File: src/inc/dsca_pkg.sv
/*
  shared constants and types for the transfer_controller setup and
  channel arbiter: register offsets, field positions, reset values and
  the state record of the block.
  assumes a 32-bit register port with byte offsets on an 8-bit address.
*/
package dsca_pkg;
  // sizes of the channel and level sets
  localparam int unsigned DSCA_NCH = 6;
  localparam int unsigned DSCA_NLVL = 4;
  // register byte offsets
  localparam logic [7:0] DSCA_A_CTRL = 8'h00;
  localparam logic [7:0] DSCA_A_CRCSET = 8'h04;
  localparam logic [7:0] DSCA_A_CRCVAL = 8'h08;
  localparam logic [7:0] DSCA_A_CRCDAT = 8'h0c;
  localparam logic [7:0] DSCA_A_DEBUG = 8'h10;
  localparam logic [7:0] DSCA_A_PRIO = 8'h14;
  localparam logic [7:0] DSCA_A_PEND = 8'h18;
  localparam logic [7:0] DSCA_A_BUSY = 8'h1c;
  localparam logic [7:0] DSCA_A_ACTIVE = 8'h20;
  localparam logic [7:0] DSCA_A_DBASE = 8'h24;
  localparam logic [7:0] DSCA_A_WBASE = 8'h28;
  localparam logic [7:0] DSCA_A_CHSEL = 8'h2c;
  localparam logic [7:0] DSCA_A_CHON = 8'h30;
  localparam logic [7:0] DSCA_A_CHSET = 8'h34;
  localparam logic [7:0] DSCA_A_CHSTAT = 8'h38;
  // control register fields
  localparam int unsigned DSCA_B_SWRST = 0;
  localparam int unsigned DSCA_B_ON = 1;
  localparam int unsigned DSCA_B_CRCON = 2;
  localparam int unsigned DSCA_F_LVLEN = 8;
  // channel on/reset register fields
  localparam int unsigned DSCA_B_CHRST = 0;
  localparam int unsigned DSCA_B_CHON = 1;
  // channel setup fields
  localparam int unsigned DSCA_F_LVL = 5;
  localparam int unsigned DSCA_F_TSRC = 8;
  localparam int unsigned DSCA_F_TACT = 22;
  localparam int unsigned DSCA_F_CMD = 24;
  // checksum setup fields, then the rotating-level field of the priority register
  localparam int unsigned DSCA_F_CBW = 0;
  localparam int unsigned DSCA_F_CPOLY = 2;
  localparam int unsigned DSCA_F_CSRC = 8;
  localparam int unsigned DSCA_F_RRL = 16;
  // checksum input codes: register i/o, or channel base plus number
  localparam logic [5:0] DSCA_CSRC_IO = 6'h01;
  localparam logic [5:0] DSCA_CSRC_CH = 6'h20;
  // checksum polynomials
  localparam logic [1:0] DSCA_POLY_16 = 2'h0;
  localparam logic [1:0] DSCA_POLY_32 = 2'h1;
  localparam logic [31:0] DSCA_CRC16_P = 32'h00001021;
  localparam logic [31:0] DSCA_CRC32_P = 32'hedb88320;
  // one descriptor is 128 bits, i.e. 16 bytes
  localparam logic [31:0] DSCA_DESC_BYTES = 32'h00000010;
  // channel commands
  typedef enum logic [1:0] {
    DSCA_CMD_NOP, DSCA_CMD_SUSPEND, DSCA_CMD_RESUME, DSCA_CMD_RSVD
  } dsca_cmd_e;
  // what a channel does after its granted burst
  typedef enum logic [1:0] {
    DSCA_NX_REQUEUE, DSCA_NX_WAIT, DSCA_NX_SUSPEND, DSCA_NX_DISABLE
  } dsca_next_e;
  // whole state of the block
  typedef struct packed {
    logic on;
    logic crc_on;
    logic [3:0] lvl_allow;
    logic dbg;
    logic [3:0] rr_en;
    logic [3:0][2:0] last;
    logic [31:0] desc_base;
    logic [31:0] wrb_base;
    logic [2:0] chsel;
    logic [5:0] en;
    logic [5:0] susp;
    logic [5:0] pend;
    logic [5:0] busy;
    logic [5:0][5:0] tsrc;
    logic [5:0][1:0] tact;
    logic [5:0][1:0] lvl;
    logic [1:0] crc_bw;
    logic [1:0] crc_poly;
    logic [5:0] crc_src;
    logic [31:0] crc_val;
    logic infl;
    logic [2:0] act;
    logic gnt;
    logic gnt_ong;
    logic [31:0] fadr;
    logic [31:0] wadr;
    logic [31:0] rdata;
  } dsca_state_s;
  localparam dsca_state_s DSCA_RST = '0;
endpackage

File: src/design/dsca_top.sv
/*
  setup, enable/reset control, descriptor area addressing, checksum
  unit and channel arbiter of the transfer_controller.
  assumes a same-clock register port and a same-clock transfer engine
  that fetches the granted descriptor and reports the burst end.
*/
// The address-and-strobe port and the address map were left to the implementer.
`timescale 1ns/1ps
// Functional notes
// base registers writable only while controller off
// global reset only when controller, checksum off
// channel setup locked while on, except command/level
// channel reset acts only on disabled channel
// checksum registers writable only while checksum off
// checksum polynomial, input source, beat width selectable
// enable bits turn controller and checksum on/off
// channel on bit via selector turns channel on/off
// global reset clears all except debug control
// software prepares valid first descriptor beforehand
// first descriptors contiguous from descriptor base
// ongoing descriptors contiguous from write-back base
// each channel takes 128 bits of area
// equal or separate bases both work
// trigger on enabled unsuspended channel sets pending; the code sets it only while the controller is also on
// grant clears pending, sets or keeps busy
// requeue keeps busy; wait/suspend/disable clears it
// suspend dequeues but keeps pending; resume requeues
// disable dequeues and clears pending
// level executing when pending or transferring there
// four allowed levels, lower number wins
// static level: lowest channel number wins
// rotating level: last granted goes last
// one-beat atomic burst, switch at boundaries
// protected writes are dropped silently
module dsca_top
  import dsca_pkg::*;
(
  input wire logic clk_sys,
  input wire logic rst,
  input wire logic [7:0] reg_addr,
  input wire logic [31:0] reg_wdata,
  input wire logic reg_wr,
  input wire logic reg_rd,
  output logic [31:0] reg_rdata,
  input wire logic [5:0] trig_in,
  input wire logic cpu_halted,
  input wire logic burst_done,
  input wire dsca_next_e burst_next,
  input wire logic [31:0] burst_data,
  output logic grant_valid,
  output logic [2:0] grant_ch,
  output logic grant_ongoing,
  output logic [31:0] fetch_addr,
  output logic [31:0] wb_addr
);

  dsca_state_s s_q; // registered state
  dsca_state_s s_d; // next state
  logic [5:0] elig; // channels in the arbitration queue
  logic [3:0] lvl_exec; // per-level executing flags
  logic [2:0] sel; // channel picked by the selector
  logic found; // arbiter has a winner
  logic [2:0] win_ch; // arbiter winner
  logic [1:0] win_lvl; // level of the winner
  logic [5:0] m; // eligible mask of one level
  logic [2:0] st; // search start of one level
  logic cw; // any register write this cycle
  logic [1:0] nbytes; // checksum beat width code

  // first set bit of mask, searching upward from start with wrap
  function automatic logic [2:0] pick(input logic [5:0] mask,
                                      input logic [2:0] start);
    logic [2:0] res;
    int idx;
    res = 3'h0;
    for (int k = DSCA_NCH - 1; k >= 0; k--) begin
      idx = (int'(start) + k) % DSCA_NCH;
      if (mask[idx]) begin
        res = 3'(idx);
      end
    end
    return res;
  endfunction

  // one checksum beat: crc16 msb-first, crc32 reflected lsb-first
  function automatic logic [31:0] crc_beat(input logic [31:0] crc,
                                           input logic [31:0] dat,
                                           input logic [1:0] bw,
                                           input logic [1:0] poly);
    logic [31:0] c;
    logic fb;
    int nb;
    c = crc;
    fb = 1'b0;
    nb = 8 << bw;
    for (int i = 0; i < 32; i++) begin
      if (i < nb) begin
        if (poly == DSCA_POLY_32) begin
          fb = c[0] ^ dat[i];
          c = (c >> 1) ^ (fb ? DSCA_CRC32_P : 32'h0);
        end else begin
          fb = c[15] ^ dat[nb - 1 - i];
          c = {16'h0, c[14:0], 1'b0} ^ (fb ? DSCA_CRC16_P : 32'h0);
        end
      end
    end
    return c;
  endfunction

  // descriptor slot of a channel inside an area
  function automatic logic [31:0] slot(input logic [31:0] base,
                                       input logic [2:0] ch);
    return base + DSCA_DESC_BYTES * {29'h0, ch};
  endfunction

  // queue membership and level executing flags
  always_comb begin
    elig = '0;
    lvl_exec = '0;
    for (int c = 0; c < DSCA_NCH; c++) begin
      // suspended or disabled channels leave the queue
      elig[c] = s_q.pend[c] & s_q.en[c] & ~s_q.susp[c]
                & s_q.lvl_allow[s_q.lvl[c]];
      if (s_q.pend[c] && s_q.en[c]) begin
        lvl_exec[s_q.lvl[c]] = 1'b1;
      end
    end
    if (s_q.infl) begin
      lvl_exec[s_q.lvl[s_q.act]] = 1'b1;
    end
  end

  // arbiter: lowest level first, static or rotating inside a level
  always_comb begin
    found = 1'b0;
    win_ch = 3'h0;
    win_lvl = 2'h0;
    m = '0;
    st = 3'h0;
    for (int l = DSCA_NLVL - 1; l >= 0; l--) begin
      m = '0;
      for (int c = 0; c < DSCA_NCH; c++) begin
        m[c] = elig[c] && (int'(s_q.lvl[c]) == l);
      end
      if (s_q.rr_en[l]) begin
        // start just after the last winner of this level
        st = (s_q.last[l] == 3'(DSCA_NCH - 1)) ? 3'h0
             : s_q.last[l] + 3'h1;
      end else begin
        st = 3'h0;
      end
      if (|m) begin
        found = 1'b1;
        win_lvl = 2'(l);
        win_ch = pick(m, st);
      end
    end
  end

  assign sel = s_q.chsel;
  assign cw = reg_wr;
  assign nbytes = s_q.crc_bw;

  // next-state logic
  always_comb begin
    s_d = s_q;
    s_d.gnt = 1'b0;
    s_d.rdata = 32'h0;
    // grant only between bursts, never mid-burst; halted debug stops it
    if (s_q.on && !s_q.infl && found && !(cpu_halted && !s_q.dbg)) begin
      s_d.infl = 1'b1;
      s_d.act = win_ch;
      s_d.gnt = 1'b1;
      s_d.gnt_ong = s_q.busy[win_ch];
      s_d.pend[win_ch] = 1'b0;
      s_d.busy[win_ch] = 1'b1;
      s_d.last[win_lvl] = win_ch;
      // first fetch from the descriptor area, later ones write-back
      s_d.fadr = s_q.busy[win_ch] ? slot(s_q.wrb_base, win_ch)
                 : slot(s_q.desc_base, win_ch);
      s_d.wadr = slot(s_q.wrb_base, win_ch);
    end
    // end of the granted burst decides the channel's follow-up
    if (burst_done && s_q.infl) begin
      s_d.infl = 1'b0;
      case (burst_next)
        DSCA_NX_REQUEUE: begin
          s_d.pend[s_q.act] = 1'b1;
        end
        DSCA_NX_WAIT: begin
          s_d.busy[s_q.act] = 1'b0;
        end
        DSCA_NX_SUSPEND: begin
          s_d.busy[s_q.act] = 1'b0;
          s_d.susp[s_q.act] = 1'b1;
        end
        DSCA_NX_DISABLE: begin
          s_d.busy[s_q.act] = 1'b0;
          s_d.en[s_q.act] = 1'b0;
          s_d.pend[s_q.act] = 1'b0;
        end
        default: begin
          s_d.busy[s_q.act] = 1'b0;
        end
      endcase
      // channel-fed checksum takes the finished beat
      if (s_q.crc_on && s_q.crc_src == (DSCA_CSRC_CH | {3'h0, s_q.act})) begin
        s_d.crc_val = crc_beat(s_q.crc_val, burst_data, nbytes,
                               s_q.crc_poly);
      end
    end
    // register writes
    if (cw) begin
      case (reg_addr)
        DSCA_A_CTRL: begin
          s_d.on = reg_wdata[DSCA_B_ON];
          s_d.crc_on = reg_wdata[DSCA_B_CRCON];
          s_d.lvl_allow = reg_wdata[DSCA_F_LVLEN +: 4];
        end
        DSCA_A_CRCSET: begin
          if (!s_q.crc_on) begin
            s_d.crc_bw = reg_wdata[DSCA_F_CBW +: 2];
            s_d.crc_poly = reg_wdata[DSCA_F_CPOLY +: 2];
            s_d.crc_src = reg_wdata[DSCA_F_CSRC +: 6];
          end
        end
        DSCA_A_CRCVAL: begin
          if (!s_q.crc_on) begin
            s_d.crc_val = reg_wdata;
          end
        end
        DSCA_A_CRCDAT: begin
          // register-fed checksum, one beat per write
          if (s_q.crc_on && s_q.crc_src == DSCA_CSRC_IO) begin
            s_d.crc_val = crc_beat(s_q.crc_val, reg_wdata, nbytes,
                                   s_q.crc_poly);
          end
        end
        DSCA_A_DEBUG: begin
          s_d.dbg = reg_wdata[0];
        end
        DSCA_A_PRIO: begin
          s_d.rr_en = reg_wdata[DSCA_F_RRL +: 4];
        end
        DSCA_A_DBASE: begin
          if (!s_q.on) begin
            s_d.desc_base = reg_wdata;
          end
        end
        DSCA_A_WBASE: begin
          if (!s_q.on) begin
            s_d.wrb_base = reg_wdata;
          end
        end
        DSCA_A_CHSEL: begin
          s_d.chsel = reg_wdata[2:0];
        end
        DSCA_A_CHON: begin
          if (reg_wdata[DSCA_B_CHRST]) begin
            if (!s_q.en[sel]) begin
              s_d.en[sel] = 1'b0;
              s_d.susp[sel] = 1'b0;
              s_d.pend[sel] = 1'b0;
              s_d.busy[sel] = 1'b0;
              s_d.tsrc[sel] = 6'h0;
              s_d.tact[sel] = 2'h0;
              s_d.lvl[sel] = 2'h0;
            end
          end else begin
            s_d.en[sel] = reg_wdata[DSCA_B_CHON];
            if (!reg_wdata[DSCA_B_CHON]) begin
              s_d.pend[sel] = 1'b0;
              s_d.busy[sel] = 1'b0;
            end
          end
        end
        DSCA_A_CHSET: begin
          if (!s_q.en[sel]) begin
            s_d.tsrc[sel] = reg_wdata[DSCA_F_TSRC +: 6];
            s_d.tact[sel] = reg_wdata[DSCA_F_TACT +: 2];
          end
          s_d.lvl[sel] = reg_wdata[DSCA_F_LVL +: 2];
          case (dsca_cmd_e'(reg_wdata[DSCA_F_CMD +: 2]))
            DSCA_CMD_SUSPEND: begin
              s_d.susp[sel] = 1'b1;
              s_d.busy[sel] = 1'b0;
            end
            DSCA_CMD_RESUME: begin
              s_d.susp[sel] = 1'b0;
            end
            default: begin
              s_d.susp[sel] = s_d.susp[sel];
            end
          endcase
        end
        default: begin
          s_d.chsel = s_d.chsel;
        end
      endcase
    end
    // triggers last, so a new request beats a same-cycle grant clear; a same-cycle disable still drops it
    for (int c = 0; c < DSCA_NCH; c++) begin
      if (trig_in[c] && s_q.on && s_d.en[c] && !s_d.susp[c]) begin
        s_d.pend[c] = 1'b1;
      end
    end
    // read data, returned the cycle after the strobe
    if (reg_rd) begin
      case (reg_addr)
        DSCA_A_CTRL: s_d.rdata = {20'h0, s_q.lvl_allow, 5'h0,
                                  s_q.crc_on, s_q.on, 1'b0};
        DSCA_A_CRCSET: s_d.rdata = {18'h0, s_q.crc_src, 4'h0,
                                    s_q.crc_poly, s_q.crc_bw};
        DSCA_A_CRCVAL: s_d.rdata = s_q.crc_val;
        DSCA_A_DEBUG: s_d.rdata = {31'h0, s_q.dbg};
        DSCA_A_PRIO: s_d.rdata = {12'h0, s_q.rr_en, 4'h0, s_q.last};
        DSCA_A_PEND: s_d.rdata = {26'h0, s_q.pend};
        DSCA_A_BUSY: s_d.rdata = {26'h0, s_q.busy};
        DSCA_A_ACTIVE: s_d.rdata = {24'h0, s_q.infl, s_q.act, lvl_exec};
        DSCA_A_DBASE: s_d.rdata = s_q.desc_base;
        DSCA_A_WBASE: s_d.rdata = s_q.wrb_base;
        DSCA_A_CHSEL: s_d.rdata = {29'h0, sel};
        DSCA_A_CHON: s_d.rdata = {30'h0, s_q.en[sel], 1'b0};
        DSCA_A_CHSET: s_d.rdata = {8'h0, s_q.tact[sel], 8'h0,
                                   s_q.tsrc[sel], 1'b0, s_q.lvl[sel],
                                   5'h0};
        DSCA_A_CHSTAT: s_d.rdata = {29'h0, s_q.susp[sel],
                                    s_q.busy[sel], s_q.pend[sel]};
        default: s_d.rdata = 32'h0;
      endcase
    end
    // global soft reset wipes all but the debug run control
    if (cw && reg_addr == DSCA_A_CTRL && reg_wdata[DSCA_B_SWRST]
        && !s_q.on && !s_q.crc_on) begin
      s_d = DSCA_RST;
      s_d.dbg = s_q.dbg;
    end
  end

  // state register
  always_ff @(posedge clk_sys) begin
    if (rst) begin
      s_q <= DSCA_RST;
    end else begin
      s_q <= s_d;
    end
  end

  // outputs straight from the state flops
  assign reg_rdata = s_q.rdata;
  assign grant_valid = s_q.gnt;
  assign grant_ch = s_q.act;
  assign grant_ongoing = s_q.gnt_ong;
  assign fetch_addr = s_q.fadr;
  assign wb_addr = s_q.wadr;
endmodule

File: config.mk
export PLATFORM = sky130hd
export DESIGN_NAME = dsca_top
export DESIGN_NICKNAME = d
export VERILOG_FILES = /design/src/inc/dsca_pkg.sv /design/src/design/dsca_top.sv
export SDC_FILE = /design/constraint.sdc
export NUM_CORES = 2
export LEC_CHECK = 0
export BUFFER_PORTS_ARGS = -buffer_cell sky130_fd_sc_hd__buf_2
export CORE_MARGIN = 4
export CORE_UTILIZATION = 39
export CTS_BUF_LIST = sky130_fd_sc_hd__clkbuf_2 sky130_fd_sc_hd__clkbuf_4 sky130_fd_sc_hd__clkbuf_8
export CTS_CLUSTER_DIAMETER = 40
export DETAILED_ROUTE_END_ITERATION = 16
export GPL_TIMING_DRIVEN = 0
export SLEW_MARGIN = 30
export SYNTH_ARGS = -nofsm -noshare
export SYNTH_HDL_FRONTEND = slang
export SYNTH_SLANG_ARGS = --single-unit
File: constraint.sdc
create_clock -name clk_sys -period 21.1 [get_ports clk_sys]
set_input_delay 4.22 -clock clk_sys [delete_from_list [all_inputs] [get_ports clk_sys]]
set_output_delay 4.22 -clock clk_sys [all_outputs]
set_load 0.005 [all_outputs]
==> metrics.yaml <==
status:
  status: "complete, no violations"
route:
  drt_iter0_markers: 7639
  drt-total-wl_um: 256000
  ant_nets: 0
  wl_per_cell_um: 33.0
  viasPerCell: 6.57
  drcViolationCount: 0
  firstDrtPassIters: 9
  num_vias: 50900
clocking:
  post-cts-setup-buffers: 0
  holdBufCountCts: 0
  cts.sinks: 318
  clockRootBuffer: "clkbuf_8"
  cts.repair.resized: 0
  numCtsBuffers: 69
  cts_tree: "yes"
  clkLatencyLatePin_ns: 0.72
  cts.path.max_buffers: 3
  clk_pin_slew_ns: 0.06
  htree_levels: 3
sta:
  setup_ws_ns: 2.97
  fin_setup_tns_ns: 0
  slew_headroom_pct: 21.1
  hold_ws_ns: 0.451
  final_max_slew_viol_count: 0
  fmax_mhz: 55.2
  setup_viol: 0
  tightest_slew_ns: 1.18
  hold_violations: 0
  finalClockSkew_ns: 0.0678
  post-route-period-util_pct: 85.9
  rsz0062_at_grt: "no"
  period_minus_slack_ns: 18.13
synth:
  syn_area_per_cell_um2: 7.42
  synth_nets: 6107
  syn_inst: 5945
  synthTopCellsByCount: "nand2_1, xnor2_1, nor2_1"
  synth_cell_types: 127
  yosysTopAreaCell: "dfxtp_1"
  synth_ff_type: "dfxtp_1"
  synth_area_leaders: "dfxtp_1, xnor2_1, nand2_1, mux2i_1, a21oi_1"
  synth.most_common_cell: "nand2_1"
  ys_ff_latch: 318
  seq_area_frac_synth_pct: 14.4
  async_flop_share_pct: 0
  synth_top_area_share_pct: 14.4
  syn-cell-area_um2: 44100
  yosysWarnings: 0
  synth-edff-count: 0
placed_design:
  placed_cells: 7612
  place_congestion: 1.09
  dp_worst_setup_slack_ns: 3.74
  io_buffer_count: 162
  placedInstanceArea_um2: 47000
  hpwl_um: 202000
global_route:
  grt_use_total_pct: 41.4
  grt_overflow: 0
  grt_max_degree: 14
  antenna_found_initial: 15
  grt_first_pass_wirelength_um: 352000
  grt_pass1_vias: 46500
setup_path:
  path_delay_family: "buffers and inverters"
  crit_path_max_fanout: 10
  max_stage_delay_ns: 0.88
  worstPathArrival_ns: 18.65
  required_ns: 21.62
  worst_setup_path_end_kind: "flip-flop"
  critPathLaunchType: "flip-flop"
  crit_buf_inv: 14
  path_class: "reg -> reg"
  crit_top_cell: "xnor2_1"
  cp_slowest_cell: "xnor2_1"
pwr:
  ir_worst_vdd_mv: 0.0380
  combPwrFrac_pct: 49.8
  finalPower_mw: 2.73
  p_switching_mw: 1.17
  pwr-share-clk_pct: 28.2
  intPower_mw: 1.56
  p_leak_nw: 18.6
  p_per_area_nw_per_um2: 56.2
  p_sw_share_pct: 42.9
  power_frac_seq_pct: 22.0
hold_path:
  hold_path_class: "reg -> reg"
job:
  max-cap-violations: 0
finish:
  final_core_util_pct: 43.3
  design_area_um2: 48600
  area_growth_pct: 10.3
  fillers: 11900
  stdcell_count: 7749
  nNetsFinal: 6346
  drive_gt1_share_pct: 12.1
floorplan:
  fp-row-count: 123
  start_util_pct: 39.3
  dieArea_um2: 119000
  placeableCoreArea_um2: 112000
  chipWidth_um: 344
  die_h_um: 344
  num_io_pins: 187
-- power groups by stage --
stage | logic (mW) | registers [mW] | clock network (mW)
after floorplan | 0.929 | 0.614 | 0
after global placement | 1.30 | 0.614 | 0
after detailed placement | 1.29 | 0.614 | 0
after CTS | 1.30 | 0.602 | 0.775
after global routing | 1.39 | 0.601 | 0.801
final | 1.36 | 0.602 | 0.771
-- worst register-to-register path: cells and delay by family, from the launching register on --
kind,cells,cell delay [ns]
multiplexers,4,1.09
XOR/XNOR,9,4.06
AND/OR/NAND/NOR,5,0.92
adder cells (fa/ha/maj),1,0.30
flip-flops,1,0.60
buffers and inverters,14,7.12
AO/OA/AOI/OAI,10,3.84
-- registers in the layout, summed over array words and instances, names as in the netlist --
| signal | flops |
|---|---|
| wb_addr | 32 |
| s_q | 212 |
| sel | 3 |
| reg_rdata | 32 |
| nbytes | 2 |
| grant_ongoing | 1 |
| fetch_addr | 32 |
| grant_valid | 1 |
| grant_ch | 3 |
-- logic make-up after synthesis --
family	count (synthesis)	share of synthesized area, %
muxes	312	7.92
AOI/OAI and AO/OA	1521	22.8
buffers and inverters	619	6.42
xor gates and xnor gates	944	23.0
adders and majority gates	76	2.19
DFF	318	14.4
and+or+nand+nor	2155	23.2
-- placed cells by master, fill, tap and decap left out, types with 21 or more instances in the layout --
master     netlist  layout
buf_1           58      44
o211ai_1        63      63
nand2b_1        49      49
a21oi_1        445     444
a211oi_1        94      92
or3_1           67      67
nand3_1        196     196
xnor3_1         88      88
dfxtp_1        318     318
clkbuf_8         0      86
xnor2_1        552     549
inv_1           87      87
or2_2           25      25
clkbuf_2         2      41
ha_1            74      74
and2_1          72      72
a22oi_1         93      93
o31ai_1         27      27
nor3_1         138     137
mux2i_1        243     239
xnor2_2         22      25
xor2_1         246     244
or4_1           23      23
o22ai_1         29      29
a2111oi_0       24      21
nand4_1         55      55
a31oi_1         62      61
nand3b_1        21      21
nor4_1          37      36
nor2_1         545     539
and3_1          55      55
buf_2           57     233
a21o_1          36      36
o21a_1          41      41
buf_4          109     111
mux2_2          39      39
nand2_1        735     735
clkbuf_1       295     258
nor3b_1         40      39
o21ai_0        288     288
-- per-layer routing --
metal	GRT usage (%)	vias up	wire length (um)
li1	-	21700	-
met1	51.7	24200	96700
met2	59.5	3906	102000
met3	11.6	1047	31900
met4	32.7	12	25100
met5	0	-	80
-- final cells by class --
type                            instances  area (um^2)  share of cell area, %
Timing Repair Buffer                  168          883                   1.82
Multi-Input combinational cell       5008        35000                   72.0
Inverter                               95          359                  0.738
Antenna cell                           11         27.5                 0.0566
Clock buffer                           97         1270                   2.60
Clock inverter                         28          283                  0.581
Sequential cell                       318         6370                   13.1
Tap cell                             1500         1880                   3.86
Buffer                                524         2540                   5.21
-- path summary, 6_finish.rpt --
kind / startpoint / to / slack (ns) / cells after the start
max: nbytes[1] / s_q[114] / 2.97 / 43
max reg2reg: nbytes[1] / s_q[114] / 2.97 / 43
min reg2reg: fetch_addr[6] / fetch_addr[6] / 0.45 / 2
min: fetch_addr[6] / fetch_addr[6] / 0.45 / 2
(Power assumes the default switching activity.)
